## src/core/rfa_map.svh

```systemverilog
// Register offsets, field positions, reset values and timing counts of the acquisition control.
// Assumes inclusion from the package and from the top module only.
`ifndef RFA_MAP_SVH
`define RFA_MAP_SVH
`define RFA_OFS_GAIN 12'h000
`define RFA_OFS_TRIM 12'h004
`define RFA_OFS_CFGA 12'h008
`define RFA_OFS_PDN 12'h00C
`define RFA_OFS_BYP 12'h010
`define RFA_OFS_MUX 12'h014
`define RFA_OFS_FOFS0 12'h018
`define RFA_OFS_FOFS1 12'h01C
`define RFA_OFS_GP0 12'h020
`define RFA_OFS_GP1 12'h024
`define RFA_OFS_GP2 12'h028
`define RFA_OFS_GP3 12'h02C
`define RFA_OFS_FIFO 12'h030
`define RFA_OFS_FLVL 12'h034
`define RFA_OFS_IST 12'h038
`define RFA_OFS_IMSK 12'h03C
`define RFA_ADDR_W 12
`define RFA_AMP1_HI 7
`define RFA_AMP1_LO 4
`define RFA_AGC_HI 3
`define RFA_AGC_LO 0
`define RFA_TRIM_HI 5
`define RFA_MON_HI 6
`define RFA_MON_LO 4
`define RFA_ROLL_HI 1
`define RFA_ROLL_LO 0
`define RFA_PDN_HI 5
`define RFA_BYP_BIT 1
`define RFA_MUX_GP_BIT 0
`define RFA_MUX_AUX_BIT 1
`define RFA_FOFS_HI 9
`define RFA_RST_8 8'h00
`define RFA_RST_10 10'h000
`define RFA_RST_32 32'h0000_0000
`define RFA_DEC_LEN 64
`define RFA_RF_BITS 6
`define RFA_SAMP_BITS 10
`define RFA_FIFO_DEPTH 12
`define RFA_I2S_HALF 16
`define RFA_IRQ_N 6
`define RFA_IRQ_OVF 4
`define RFA_IRQ_AUX 5
`endif

```

## src/core/rfa_pkg.sv

```systemverilog
// Types shared by the acquisition control.
// Assumes rfa_map.svh in the include path.
`include "rfa_map.svh"
package rfa_pkg;
    typedef struct packed {
        logic [3:0] amp1_gain;
        logic [3:0] agc_gain;
        logic [5:0] offset_trim;
        logic [2:0] eye_monitor_select;
        logic [1:0] noise_rolloff;
        logic [5:0] powerdown;
        logic bypass_from_monitor;
    } rfa_analog_ctrl_s;

    typedef struct packed {
        logic gp_pair_hi;
        logic aux_sel;
    } rfa_mux_s;

    typedef struct packed {
        logic sck;
        logic ws;
        logic sd;
    } rfa_i2s_s;

    typedef enum logic [0:0] {
        RFA_ACC_IDLE,
        RFA_ACC_DONE
    } rfa_acc_e;
endpackage : rfa_pkg

```

## src/core/rfa_acq_ctrl.sv

```systemverilog
// Acquisition front-end control: APB registers, converter paths, auxiliary I2S stream and FIFO.
// Assumes PDM bits from the analog converters arrive asynchronously; all logic on i_core_clk.
// Function
// - Capture six-bit RF converter sample after analog filtering.
// - Gain bits 7:4 set first summing RF amplifier gain.
// - Gain bits 3:0 set AGC gain, writable anytime without stopping path.
// - Six-bit sign-magnitude offset trim drives offset compensation converter.
// - Config A bits 6:4 select node routed to monitor pin buffer.
// - Config A also holds noise filter roll-off selection.
// - Power-down bits 5:0 switch off analog RF blocks individually.
// - Bypass bit 1 feeds RF converter from monitor pin, skipping front stages.
// - Two GP converters, shared 0/2 and 1/3; select picks inputs 2,3.
// - GP outputs low-pass filtered and decimated, then optional fine offset added.
// - Each GP channel result held as ten-bit value in registers.
// - Each GP input has its own interrupt line.
// - Aux inputs share LF converter pair with diodes; exclusive.
// - Aux channels PDM-filtered and decimated to ten-bit samples.
// - Aux samples reformatted into I2S stream for the handler.
// - Handler buffers aux audio in twelve-entry FIFO.
// - Dedicated mux control register selects shared converter input pairs.
`timescale 1ns/1ns
`include "rfa_map.svh"
module rfa_acq_ctrl #(
    parameter int DEC_LEN = `RFA_DEC_LEN,
    parameter int FIFO_DEPTH = `RFA_FIFO_DEPTH
) (
    // Clock and reset
    input wire logic i_core_clk,
    input wire logic i_rst_n,
    // APB slave
    input wire logic i_psel,
    input wire logic i_penable,
    input wire logic i_pwrite,
    input wire logic [31:0] i_paddr,
    input wire logic [31:0] i_pwdata,
    output logic [31:0] o_prdata,
    output logic o_pready,
    output logic o_pslverr,
    // Analog converter data
    input wire logic [5:0] i_rf_sample,
    input wire logic [1:0] i_gp_pdm,
    input wire logic [1:0] i_lf_pdm,
    // Analog controls and streams
    output rfa_pkg::rfa_analog_ctrl_s o_analog_ctrl,
    output rfa_pkg::rfa_mux_s o_mux,
    output logic [5:0] o_rf_data,
    output rfa_pkg::rfa_i2s_s o_i2s,
    output logic [3:0] o_gp_irq,
    output logic o_irq
);
    import rfa_pkg::*;

    localparam int CW = $clog2(DEC_LEN + 1);
    localparam int PW = $clog2(FIFO_DEPTH);
    localparam int LW = $clog2(FIFO_DEPTH + 1);
    localparam int NP = 4;

    logic [7:0] gain_r, trim_r, cfga_r, pdn_r, byp_r, mux_r;
    logic [`RFA_FOFS_HI:0] fofs_r [2];
    logic [`RFA_IRQ_N-1:0] ist_r, imsk_r, ev;
    logic [`RFA_SAMP_BITS-1:0] gp_val_r [4];
    logic [`RFA_SAMP_BITS-1:0] aux_val_r [2];
    logic [`RFA_SAMP_BITS-1:0] fifo_r [FIFO_DEPTH];
    logic [PW-1:0] wp_r, rp_r;
    logic [LW-1:0] lvl_r;
    logic [CW-1:0] dec_cnt_r;
    logic [CW-1:0] acc_r [NP];
    logic [2:0] sync_r [NP];
    logic [NP-1:0] pdm_ok;
    wire logic [NP-1:0] pdm_raw = {i_lf_pdm, i_gp_pdm};
    logic dec_tick, wr_en, rd_en, fifo_push, fifo_pop, fifo_ovf;
    logic [`RFA_ADDR_W-1:0] addr;
    logic [31:0] rd_nxt;
    logic [`RFA_SAMP_BITS-1:0] fifo_in;
    rfa_acc_e acc_r_st;

    wire logic addr_ok = (i_paddr[31:`RFA_ADDR_W] == '0);
    assign addr = i_paddr[`RFA_ADDR_W-1:0];
    assign wr_en = i_psel && i_penable && i_pwrite && addr_ok && (acc_r_st == RFA_ACC_IDLE);
    assign rd_en = i_psel && i_penable && !i_pwrite && (acc_r_st == RFA_ACC_IDLE);

    // One wait state: answer comes at the second access-phase edge
    always_ff @(posedge i_core_clk or negedge i_rst_n) begin
        if (!i_rst_n) begin
            acc_r_st <= RFA_ACC_IDLE;
        end else begin
            unique case (acc_r_st)
                RFA_ACC_IDLE: if (i_psel && i_penable) acc_r_st <= RFA_ACC_DONE;
                RFA_ACC_DONE: acc_r_st <= RFA_ACC_IDLE;
            endcase
        end
    end

    // Control registers
    always_ff @(posedge i_core_clk or negedge i_rst_n) begin
        if (!i_rst_n) begin
            gain_r <= `RFA_RST_8;
            trim_r <= `RFA_RST_8;
            cfga_r <= `RFA_RST_8;
            pdn_r <= `RFA_RST_8;
            byp_r <= `RFA_RST_8;
            mux_r <= `RFA_RST_8;
            fofs_r[0] <= `RFA_RST_10;
            fofs_r[1] <= `RFA_RST_10;
            imsk_r <= '0;
        end else if (wr_en) begin
            unique case (addr)
                `RFA_OFS_GAIN: gain_r <= i_pwdata[7:0];
                `RFA_OFS_TRIM: trim_r <= i_pwdata[7:0];
                `RFA_OFS_CFGA: cfga_r <= i_pwdata[7:0];
                `RFA_OFS_PDN: pdn_r <= i_pwdata[7:0];
                `RFA_OFS_BYP: byp_r <= i_pwdata[7:0];
                `RFA_OFS_MUX: mux_r <= i_pwdata[7:0];
                `RFA_OFS_FOFS0: fofs_r[0] <= i_pwdata[`RFA_FOFS_HI:0];
                `RFA_OFS_FOFS1: fofs_r[1] <= i_pwdata[`RFA_FOFS_HI:0];
                `RFA_OFS_IMSK: imsk_r <= i_pwdata[`RFA_IRQ_N-1:0];
                default: ;
            endcase
        end
    end

    // Analog controls are registered copies so they change only after a write
    always_ff @(posedge i_core_clk or negedge i_rst_n) begin
        if (!i_rst_n) begin
            o_analog_ctrl <= '0;
            o_mux <= '0;
        end else begin
            o_analog_ctrl.amp1_gain <= gain_r[`RFA_AMP1_HI:`RFA_AMP1_LO];
            o_analog_ctrl.agc_gain <= gain_r[`RFA_AGC_HI:`RFA_AGC_LO];
            o_analog_ctrl.offset_trim <= trim_r[`RFA_TRIM_HI:0];
            o_analog_ctrl.eye_monitor_select <= cfga_r[`RFA_MON_HI:`RFA_MON_LO];
            o_analog_ctrl.noise_rolloff <= cfga_r[`RFA_ROLL_HI:`RFA_ROLL_LO];
            o_analog_ctrl.powerdown <= pdn_r[`RFA_PDN_HI:0];
            o_analog_ctrl.bypass_from_monitor <= byp_r[`RFA_BYP_BIT];
            o_mux.gp_pair_hi <= mux_r[`RFA_MUX_GP_BIT];
            o_mux.aux_sel <= mux_r[`RFA_MUX_AUX_BIT];
        end
    end

    // RF sample capture from the converter
    always_ff @(posedge i_core_clk or negedge i_rst_n) begin
        if (!i_rst_n) begin
            o_rf_data <= '0;
        end else begin
            o_rf_data <= i_rf_sample;
        end
    end

    // PDM input synchronisers and decimating counters, one per stream
    // A level counts once the last two flops agree, so one-cycle glitches are dropped
    genvar g;
    generate
        for (g = 0; g < NP; g++) begin : g_pdm
            wire logic raw = pdm_raw[g];
            always_ff @(posedge i_core_clk or negedge i_rst_n) begin
                if (!i_rst_n) begin
                    sync_r[g] <= '0;
                    pdm_ok[g] <= 1'b0;
                end else begin
                    sync_r[g] <= {sync_r[g][1:0], raw};
                    if (sync_r[g][1] == sync_r[g][2]) pdm_ok[g] <= sync_r[g][2];
                end
            end
            // Boxcar low-pass and decimation: count of ones over DEC_LEN cycles
            always_ff @(posedge i_core_clk or negedge i_rst_n) begin
                if (!i_rst_n) begin
                    acc_r[g] <= '0;
                end else if (dec_tick) begin
                    acc_r[g] <= CW'(pdm_ok[g]);
                end else begin
                    acc_r[g] <= acc_r[g] + CW'(pdm_ok[g]);
                end
            end
        end
    endgenerate

    assign dec_tick = (dec_cnt_r == CW'(DEC_LEN - 1));

    always_ff @(posedge i_core_clk or negedge i_rst_n) begin
        if (!i_rst_n) begin
            dec_cnt_r <= '0;
        end else begin
            dec_cnt_r <= dec_tick ? '0 : dec_cnt_r + 1'b1;
        end
    end

    function automatic logic [`RFA_SAMP_BITS-1:0] scale(input logic [CW-1:0] a);
        logic [`RFA_SAMP_BITS+CW-1:0] w;
        w = (`RFA_SAMP_BITS+CW)'(a) * (`RFA_SAMP_BITS+CW)'(1023);
        scale = `RFA_SAMP_BITS'(w / (`RFA_SAMP_BITS+CW)'(DEC_LEN));
    endfunction : scale

    // Fine offset is clamped so a full-scale reading cannot wrap round to zero
    function automatic logic [`RFA_SAMP_BITS-1:0] add_sat(input logic [`RFA_SAMP_BITS-1:0] a,
        input logic [`RFA_SAMP_BITS-1:0] b);
        logic [`RFA_SAMP_BITS:0] s;
        s = {1'b0, a} + {1'b0, b};
        add_sat = s[`RFA_SAMP_BITS] ? '1 : s[`RFA_SAMP_BITS-1:0];
    endfunction : add_sat

    // GP results per channel; inactive pair holds its last value
    always_ff @(posedge i_core_clk or negedge i_rst_n) begin
        if (!i_rst_n) begin
            for (int i = 0; i < 4; i++) gp_val_r[i] <= `RFA_RST_10;
            aux_val_r[0] <= `RFA_RST_10;
            aux_val_r[1] <= `RFA_RST_10;
        end else if (dec_tick) begin
            for (int c = 0; c < 2; c++) begin
                gp_val_r[{mux_r[`RFA_MUX_GP_BIT], 1'(c)}] <=
                    add_sat(scale(acc_r[c]), fofs_r[c]);
            end
            if (mux_r[`RFA_MUX_AUX_BIT]) begin
                aux_val_r[0] <= scale(acc_r[2]);
                aux_val_r[1] <= scale(acc_r[3]);
            end
        end
    end

    // I2S serialiser: bit clock at half the core rate, left then right, MSB first
    // Data and word select change with the falling bit clock so they stand across its rise
    logic [5:0] bit_r;
    logic [2*`RFA_I2S_HALF-1:0] shf_r;
    logic ser_busy_r;
    wire logic aux_new = dec_tick && mux_r[`RFA_MUX_AUX_BIT];
    wire logic ser_last = ser_busy_r && (&bit_r);
    always_ff @(posedge i_core_clk or negedge i_rst_n) begin
        if (!i_rst_n) begin
            bit_r <= '0;
            shf_r <= `RFA_RST_32;
            ser_busy_r <= 1'b0;
            o_i2s <= '0;
        end else begin
            o_i2s.sck <= ser_busy_r && bit_r[0];
            if (aux_new && (!ser_busy_r || ser_last)) begin
                // A new frame may follow on the last phase of the old one with no gap
                shf_r <= {aux_val_r[0], 6'h00, aux_val_r[1], 6'h00};
                bit_r <= '0;
                ser_busy_r <= 1'b1;
            end else if (ser_busy_r) begin
                if (!bit_r[0]) begin
                    o_i2s.sd <= shf_r[31];
                    o_i2s.ws <= bit_r[5];
                    shf_r <= {shf_r[30:0], 1'b0};
                end
                bit_r <= bit_r + 1'b1;
                if (ser_last) ser_busy_r <= 1'b0;
            end
        end
    end

    // Twelve-entry sample FIFO read by software, left then right
    logic push_side_r;
    assign fifo_push = aux_new || push_side_r;
    assign fifo_in = aux_new ? aux_val_r[0] : aux_val_r[1];
    assign fifo_pop = rd_en && addr_ok && (addr == `RFA_OFS_FIFO) && (lvl_r != '0);
    assign fifo_ovf = fifo_push && (lvl_r == LW'(FIFO_DEPTH)) && !fifo_pop;

    always_ff @(posedge i_core_clk or negedge i_rst_n) begin
        if (!i_rst_n) begin
            wp_r <= '0;
            rp_r <= '0;
            lvl_r <= '0;
            push_side_r <= 1'b0;
        end else begin
            push_side_r <= aux_new;
            if (fifo_push && !fifo_ovf) begin
                fifo_r[wp_r] <= fifo_in;
                wp_r <= (wp_r == PW'(FIFO_DEPTH - 1)) ? '0 : wp_r + 1'b1;
            end
            if (fifo_pop) rp_r <= (rp_r == PW'(FIFO_DEPTH - 1)) ? '0 : rp_r + 1'b1;
            lvl_r <= lvl_r + LW'(fifo_push && !fifo_ovf) - LW'(fifo_pop);
        end
    end

    // Sticky interrupts: per-GP-channel ready, FIFO overflow, aux sample ready
    always_comb begin
        ev = '0;
        for (int c = 0; c < 2; c++) ev[{mux_r[`RFA_MUX_GP_BIT], 1'(c)}] = dec_tick;
        ev[`RFA_IRQ_OVF] = fifo_ovf;
        ev[`RFA_IRQ_AUX] = aux_new;
    end

    // Write one to clear; an event in the same cycle as its clear wins
    always_ff @(posedge i_core_clk or negedge i_rst_n) begin
        if (!i_rst_n) begin
            ist_r <= '0;
        end else begin
            if (wr_en && addr == `RFA_OFS_IST) ist_r <= (ist_r & ~i_pwdata[`RFA_IRQ_N-1:0]) | ev;
            else ist_r <= ist_r | ev;
        end
    end

    // Interrupt lines follow the masked status one cycle later
    always_ff @(posedge i_core_clk or negedge i_rst_n) begin
        if (!i_rst_n) begin
            o_irq <= 1'b0;
            o_gp_irq <= '0;
        end else begin
            o_irq <= |(ist_r & imsk_r);
            o_gp_irq <= ist_r[3:0] & imsk_r[3:0];
        end
    end

    // Read mux
    always_comb begin
        rd_nxt = `RFA_RST_32;
        unique case (addr)
            `RFA_OFS_GAIN: rd_nxt[7:0] = gain_r;
            `RFA_OFS_TRIM: rd_nxt[7:0] = trim_r;
            `RFA_OFS_CFGA: rd_nxt[7:0] = cfga_r;
            `RFA_OFS_PDN: rd_nxt[7:0] = pdn_r;
            `RFA_OFS_BYP: rd_nxt[7:0] = byp_r;
            `RFA_OFS_MUX: rd_nxt[7:0] = mux_r;
            `RFA_OFS_FOFS0: rd_nxt[`RFA_FOFS_HI:0] = fofs_r[0];
            `RFA_OFS_FOFS1: rd_nxt[`RFA_FOFS_HI:0] = fofs_r[1];
            `RFA_OFS_GP0: rd_nxt[`RFA_SAMP_BITS-1:0] = gp_val_r[0];
            `RFA_OFS_GP1: rd_nxt[`RFA_SAMP_BITS-1:0] = gp_val_r[1];
            `RFA_OFS_GP2: rd_nxt[`RFA_SAMP_BITS-1:0] = gp_val_r[2];
            `RFA_OFS_GP3: rd_nxt[`RFA_SAMP_BITS-1:0] = gp_val_r[3];
            `RFA_OFS_FIFO: rd_nxt[`RFA_SAMP_BITS-1:0] = (lvl_r != '0) ? fifo_r[rp_r] : '0;
            `RFA_OFS_FLVL: rd_nxt[LW-1:0] = lvl_r;
            `RFA_OFS_IST: rd_nxt[`RFA_IRQ_N-1:0] = ist_r;
            `RFA_OFS_IMSK: rd_nxt[`RFA_IRQ_N-1:0] = imsk_r;
            default: rd_nxt = `RFA_RST_32;
        endcase
    end

    // APB answer, registered
    always_ff @(posedge i_core_clk or negedge i_rst_n) begin
        if (!i_rst_n) begin
            o_prdata <= `RFA_RST_32;
            o_pready <= 1'b0;
            o_pslverr <= 1'b0;
        end else begin
            o_pready <= i_psel && i_penable && (acc_r_st == RFA_ACC_IDLE);
            o_pslverr <= i_psel && i_penable && (acc_r_st == RFA_ACC_IDLE) &&
                (addr > `RFA_OFS_IMSK || addr[1:0] != 2'b00 || i_paddr[31:`RFA_ADDR_W] != '0);
            if (rd_en) o_prdata <= addr_ok ? rd_nxt : `RFA_RST_32;
        end
    end
endmodule : rfa_acq_ctrl

```

## config.mk

```make
export PLATFORM = sky130hd
export DESIGN_NAME = rfa_acq_ctrl
export DESIGN_NICKNAME = d
export VERILOG_FILES = /design/src/core/rfa_pkg.sv /design/src/core/rfa_acq_ctrl.sv
export VERILOG_INCLUDE_DIRS = /design/src /design/src/core
export SDC_FILE = /design/constraint.sdc
export NUM_CORES = 1
export LEC_CHECK = 0
export BUFFER_PORTS_ARGS = -buffer_cell sky130_fd_sc_hd__clkbuf_2
export CAP_MARGIN = 20
export CORE_MARGIN = 5
export CORE_UTILIZATION = 50
export DETAILED_ROUTE_END_ITERATION = 10
export HOLD_SLACK_MARGIN = 0.1
export PLACE_DENSITY = 0.68
export SLEW_MARGIN = 5
export SYNTH_ARGS = -nofsm -noshare
export SYNTH_HDL_FRONTEND = slang
export SYNTH_SLANG_ARGS = --single-unit
```

## constraint.sdc

```tcl
create_clock -name i_core_clk -period 7.6 [get_ports i_core_clk]
set_input_delay 0.38 -clock i_core_clk [delete_from_list [all_inputs] [get_ports i_core_clk]]
set_output_delay 0.38 -clock i_core_clk [all_outputs]
set_load 0.01 [all_outputs]
```

==> results of run 1 <==
==> how the worst max path moves through the flow <==
stage / cells past startpoint / start / end
after floorplan: 22 / acc_r[18] / gp_val_r[21]
after global placement: 21 / acc_r[18] / gp_val_r[20]
after detailed placement: 21 / acc_r[18] / gp_val_r[26]
after CTS: 21 / acc_r[18] / gp_val_r[21]
after global routing: 21 / acc_r[18] / gp_val_r[9]
final: 21 / acc_r[18] / gp_val_r[26]
==> per-layer routing <==
metal  up-vias  wire length [microns]
met5         -                      0
met4         0                   1910
met3       106                   3130
met2       445                  25800
met1      7961                  24400
li1       7287                      -
==> kinds of logic (layout without fill, tap and decap cells) <==
family,Yosys count,in the layout
AO/OA/AOI/OAI,332,332
XOR/XNOR,79,79
adder cells (fa/ha/maj),253,253
buffers and inverters,230,368
flip-flops,411,411
multiplexers,164,164
other,1,22
AND/OR/NAND/NOR,512,512
==> final cells by class <==
class	instances	area share
Inverter	135	0.0194
Clock buffer	56	0.0466
Timing Repair Buffer	148	0.0353
Multi-Input combinational cell	1362	0.439
Sequential cell	411	0.416
Clock inverter	29	0.0149
Tap cell	607	0.0290
==> metrics by stage <==
| step | hold WS (ps) | setup WS [ps] | util | std cells |
|---|---|---|---|---|
| detailed placement | 336 | 999 | 0.527 | 2646 |
| floorplan | 84.4 | 1490 | - | 2003 |
| global route | 189 | 543 | 0.566 | 2748 |
| global placement | 333 | 1230 | 0.526 | 2645 |
| CTS | 162 | 971 | 0.565 | 2746 |
| finish | 196 | 1000 | 0.566 | 2748 |
==> state kept, by name, indices dropped and copies added, names as in the netlist, 10 cells and up <==
register       cells
gp_val_r          40
acc_r             28
o_prdata          10
sync_r            12
shf_r             26
aux_val_r         20
o_analog_ctrl     26
fofs_r            20
fifo_r           120
==> placed cells by master, fill, tap and decap left out, types with 22 or more instances in the layout <==
cell type    n
dfrtp_1    291
nand2_1    190
ha_1       164
inv_1      135
edfxtp_1   120
nor2_1     116
clkbuf_2   109
mux2_2      95
fa_1        85
o21ai_0     60
a21oi_1     57
xnor2_1     54
clkbuf_16   46
nand3_1     44
mux2i_1     39
a31oi_1     35
nor3_1      32
o22a_1      31
mux4_2      29
xor2_1      25
conb_1      22
==> worst max-delay path: cells and delay by family, from the launching register on <==
| kind | cells | cell delay [ps] |
|---|---|---|
| fa+ha+maj | 6 | 2460 |
| xor+xnor | 2 | 330 |
| compound gates | 6 | 1440 |
| flops | 1 | 500 |
| simple gates | 5 | 1510 |
| buf+inv | 2 | 240 |
==> timing repair <==
action / CTS / global route
endpoints found under the hold margin: 121 / 0
gates resized for setup: 0 / 0
hold buffers: 15 / 0
==> flow_summary.toml, run 1 <==
[status]
status = "finished clean"

[job]
drv_cap = 0

[yosys]
synth.area.mux_share = 0.0917
synthCells = 1982
yosysSeqAreaShare = 0.469
async_flop_share = 0.708
yosys.area_share.simple = 0.106
synth_area_leaders = "dfrtp_1 31%, edfxtp_1 16%, ha_1 8.8%, fa_1 7.3%, mux2_2 4.6%"
synth_top_area_share = 0.314
ys_warn_count = 0
synth_edf_count = 120
synth_ff_type = "dfrtp_1"
synth_top_cell_by_area = "dfrtp_1"
synth_adder_area_share = 0.163
synth-seq-cells = 411
mappedNetlistArea_sq_um = 23200
synth-compound-area-share = 0.0988
synth_cell_types = 92
synthXorXnorAreaFrac = 0.0298
syn_area_per_cell_sq_um = 11.7
synth_top_family_by_area = "adder cells"
yosysMostFrequentCell = "dfrtp_1"
synthTopCellsByCount = "291 x dfrtp_1, 190 x nand2_1, 164 x ha_1, 135 x inv_1, 120 x edfxtp_1"

[drt]
wl_microns = 55200
vias = 15800
firstDrtPassIters = 5
antenna_left = 0
wl_per_cell_microns = 20.1
drc = 0
drt-initial-drc-count = 1236
via_per_inst = 5.75

[final_layout]
multi_input_area_sq_um = 11500
fin_nets = 2432
syn_to_final_growth_pct = 12.7
drive_gt1_frac = 0.170
fillers = 3876
antennaDiodeCount = 0
fin_area_sq_um = 26200
seq_area_sq_um = 10900

[floorplan]
initial_core_util = 0.502
die_h_microns = 225
core_area_sq_um = 46300
die-width_microns = 225
rows = 79
ioPinCount = 155
die_area_sq_um = 50800

[global_routing]
grt_pass1_vias = 16000
antenna_found_initial = 0
use_met3 = 0.0335
met2_usage = 0.351
grt_pass1_wl_microns = 88300
grtUsageMet1 = 0.307
grt-busiest-layer = "met2"
grt_overflow = 0
grt_max_degree = 186
grtUsageTotal = 0.218

[clock_tree]
cts_buffers = 46
clk_pin_slew_ps = 60
cts_tree = "yes"
clock_tree.htree_level_count = 2
clkSinkCount = 411
cts-root-buf = "clkbuf_16"
post_cts_buffers = 0
clk_path_buf_depth = 3
insertion_delay_ps = 590

[worst_setup_path]
worstPathCellList = "fa_1 > inv_1 > fa_1 > xor2_1 > ha_1 > or2_2 > inv_1 > fa_1 > ha_1 > and4b_1 > a21o_1 > a211o_1 > a31o_2 > xor2_1 > ha_1 > nor4_1 > o21ai_0 > a31oi_1 > nor2b_1 > or3b_2 > o22a_1"
crit_required_ps = 8060
worstSetupStartpointType = "register"
cp_slowest_cell = "fa_1"
r2r-end = "gp_val_r[26]"
crit_type = "register to register"
cp.arrival_ps = 7050
crit_path_end_kind = "register"
crit_path_max_incr_delay_ps = 710
r2r_start = "acc_r[18]"
reg2reg_slack_ps = 1000
worstRegToRegCells = 21
crit_fanout = 8

[timing]
fin_skew_ps = 26.4
setup_viol = 0
grt_setup_unrepaired = "false"
relSlewSlack = 0.313
fin_crit_sh = 0.868
finalMaxSlewViolations = 0
hold_violations = 0
min_period_ps = 6600
clock.fmax_ghz = 0.152
tightest_slew_ps = 1020
setup_tns_ps = 0

[placed_design]
place.gp.congestion = 0.938
io_buffers = 110
placed_area_sq_um = 24400
dp.final_hpwl_microns = 39300

[min_path]
hold_path_class = "input port to register"
hold_end = "byp_r[6]"
min-delay-start = "i_pwdata[6]"
hold_depth = 2
Power of run 1 is not shown: default switching activity piles up to over one toggle a cycle in this logic, so the estimate is an artifact.
==> run 2, diff against run 1 <==
--- a/config.mk
+++ b/config.mk
@@ -10,8 +10,10 @@
 export CAP_MARGIN = 20
 export CORE_MARGIN = 5
 export CORE_UTILIZATION = 50
+export CTS_CLUSTER_SIZE = 12
 export DETAILED_ROUTE_END_ITERATION = 10
 export HOLD_SLACK_MARGIN = 0.1
+export MAX_ROUTING_LAYER = met4
 export PLACE_DENSITY = 0.68
 export SLEW_MARGIN = 5
 export SYNTH_ARGS = -nofsm -noshare
==> run 2 against run 1 <==
Non-clock buffer count grew 2. Hold slack lost 53 ps. Die area is the same. First-iteration DRC count shrank 11%. Largest cell class unchanged. Register-to-register slack gained 80 ps. Clock skew shrank 0.72 ps. Setup slack gained 80 ps. Sequential cell count is the same. Via count shrank 0.72%. Sequential share of layout area grew 0.15 points. Fmax grew 1.2%. Utilization shrank 0.20 points.
==> flow_summary.toml, run 2 (synthesis gave the netlist of run 1 again) <==
[floorplan]
die_h_microns = 225
die-width_microns = 225
ioPinCount = 155
initial_core_util = 0.502
die_area_sq_um = 50800
core_area_sq_um = 46300
rows = 79

[global_routing]
antenna_found_initial = 0
grtUsageTotal = 0.225
grt_pass1_vias = 16100
grt_overflow = 0
grt_max_degree = 89
grt_pass1_wl_microns = 88400

[worst_setup_path]
worstSetupStartpointType = "register"
crit_path_end_kind = "register"
worstRegToRegCells = 21
crit_required_ps = 8040
r2r_start = "acc_r[18]"
crit_fanout = 8
cp.arrival_ps = 6960
crit_type = "register to register"
reg2reg_slack_ps = 1090
r2r-end = "gp_val_r[22]"

[clock_tree]
insertion_delay_ps = 580
clk_pin_slew_ps = 60
cts-root-buf = "clkbuf_16"
post_cts_buffers = 0
cts_buffers = 46
clkSinkCount = 411
clock_tree.htree_level_count = 2
clk_path_buf_depth = 3
cts_tree = "yes"

[final_layout]
largest_register = "fifo_r"
final_common_cell = "dfrtp_1"
syn_to_final_growth_pct = 12.3
largest_reg_flops = 120
post-route-util = 0.564
drive_gt1_frac = 0.167
fin_nets = 2434
antennaDiodeCount = 0
layout_common_cells = "291 x dfrtp_1, 190 x nand2_1, 164 x ha_1"
reg_top3 = "fifo_r: 120 flops, gp_val_r: 40 flops, acc_r: 28 flops"
fillers = 3845

[min_path]
hold_depth = 2
hold_path_class = "input port to register"
hold_end = "acc_r_st"
min-delay-start = "i_penable"

[placed_design]
io_buffers = 110
place.gp.congestion = 0.972
dp.final_hpwl_microns = 39900

[timing]
tightest_slew_ps = 1030
relSlewSlack = 0.306
grt_setup_unrepaired = "false"
setup_viol = 0
clock.fmax_ghz = 0.154
fin_crit_sh = 0.857
min_period_ps = 6510
finalMaxSlewViolations = 0
hold_violations = 0
fin_skew_ps = 25.7
setup_tns_ps = 0

[job]
drv_cap = 0

[drt]
drc = 0
firstDrtPassIters = 6
via_per_inst = 5.71
wl_microns = 55000
vias = 15700
drt-initial-drc-count = 1103
antenna_left = 0
wl_per_cell_microns = 20.0

[status]
status = "finished clean"
[run 2: per-stage QoR]
stage	setup WS (ps)	hold slack (ps)	std cells	cell area, sq um
detailed placement	1060	336	2649	24400
finish	1090	142	2748	26100
floorplan	1490	84.4	2003	23300
CTS	1100	116	2745	26000
global placement	1210	332	2648	24400
global route	781	134	2748	26100
[run 2: per-layer routing]
layer / part of all wire / up-vias / track usage
met5: 0 / - / -
li1: - / 7299 / -
met2: 0.46 / 474 / 0.348
met1: 0.44 / 7793 / 0.306
met4: 0.038 / 0 / 0.0754
met3: 0.063 / 119 / 0.0365
[run 2: area by class of cell]
cell class	instances	area, sq um	share of cell area
Inverter	135	507	0.0194
Timing Repair Buffer	150	945	0.0362
Clock inverter	14	175	0.00672
Sequential cell	411	10900	0.418
Multi-Input combinational cell	1362	11500	0.440
Clock buffer	69	1320	0.0506
Tap cell	607	759	0.0291
[run 2: worst max-delay path: stages, from the launching register on]
cell and delay, ps:
dfrtp_1 490, fa_1 700, inv_1 150, fa_1 550, xor2_1 170, ha_1 170
or2_2 340, inv_1 90, fa_1 420, ha_1 350, and4b_1 230, a21o_1 180
a211o_1 330, a31o_2 270, xor2_1 150, ha_1 220, nor4_1 300, o21ai_0 220
a31oi_1 210, nor2b_1 80, or3b_2 560, o22a_1 220
[run 2: repair_timing]
item,4_1_cts,5_1_grt
hold buffers,13,0
gates resized for setup,0,0
hold endpoints to repair,92,0
[run 2: how the worst max path moves through the flow]
stage	start	end	slack, ps
floorplan	acc_r[18]	gp_val_r[21]	1490
global placement	acc_r[18]	gp_val_r[20]	1210
detailed placement	acc_r[18]	gp_val_r[25]	1060
CTS	acc_r[18]	gp_val_r[25]	1100
global route	acc_r[25]	gp_val_r[11]	780
finish	acc_r[18]	gp_val_r[22]	1090
Power of run 2 is left out for the same reason.
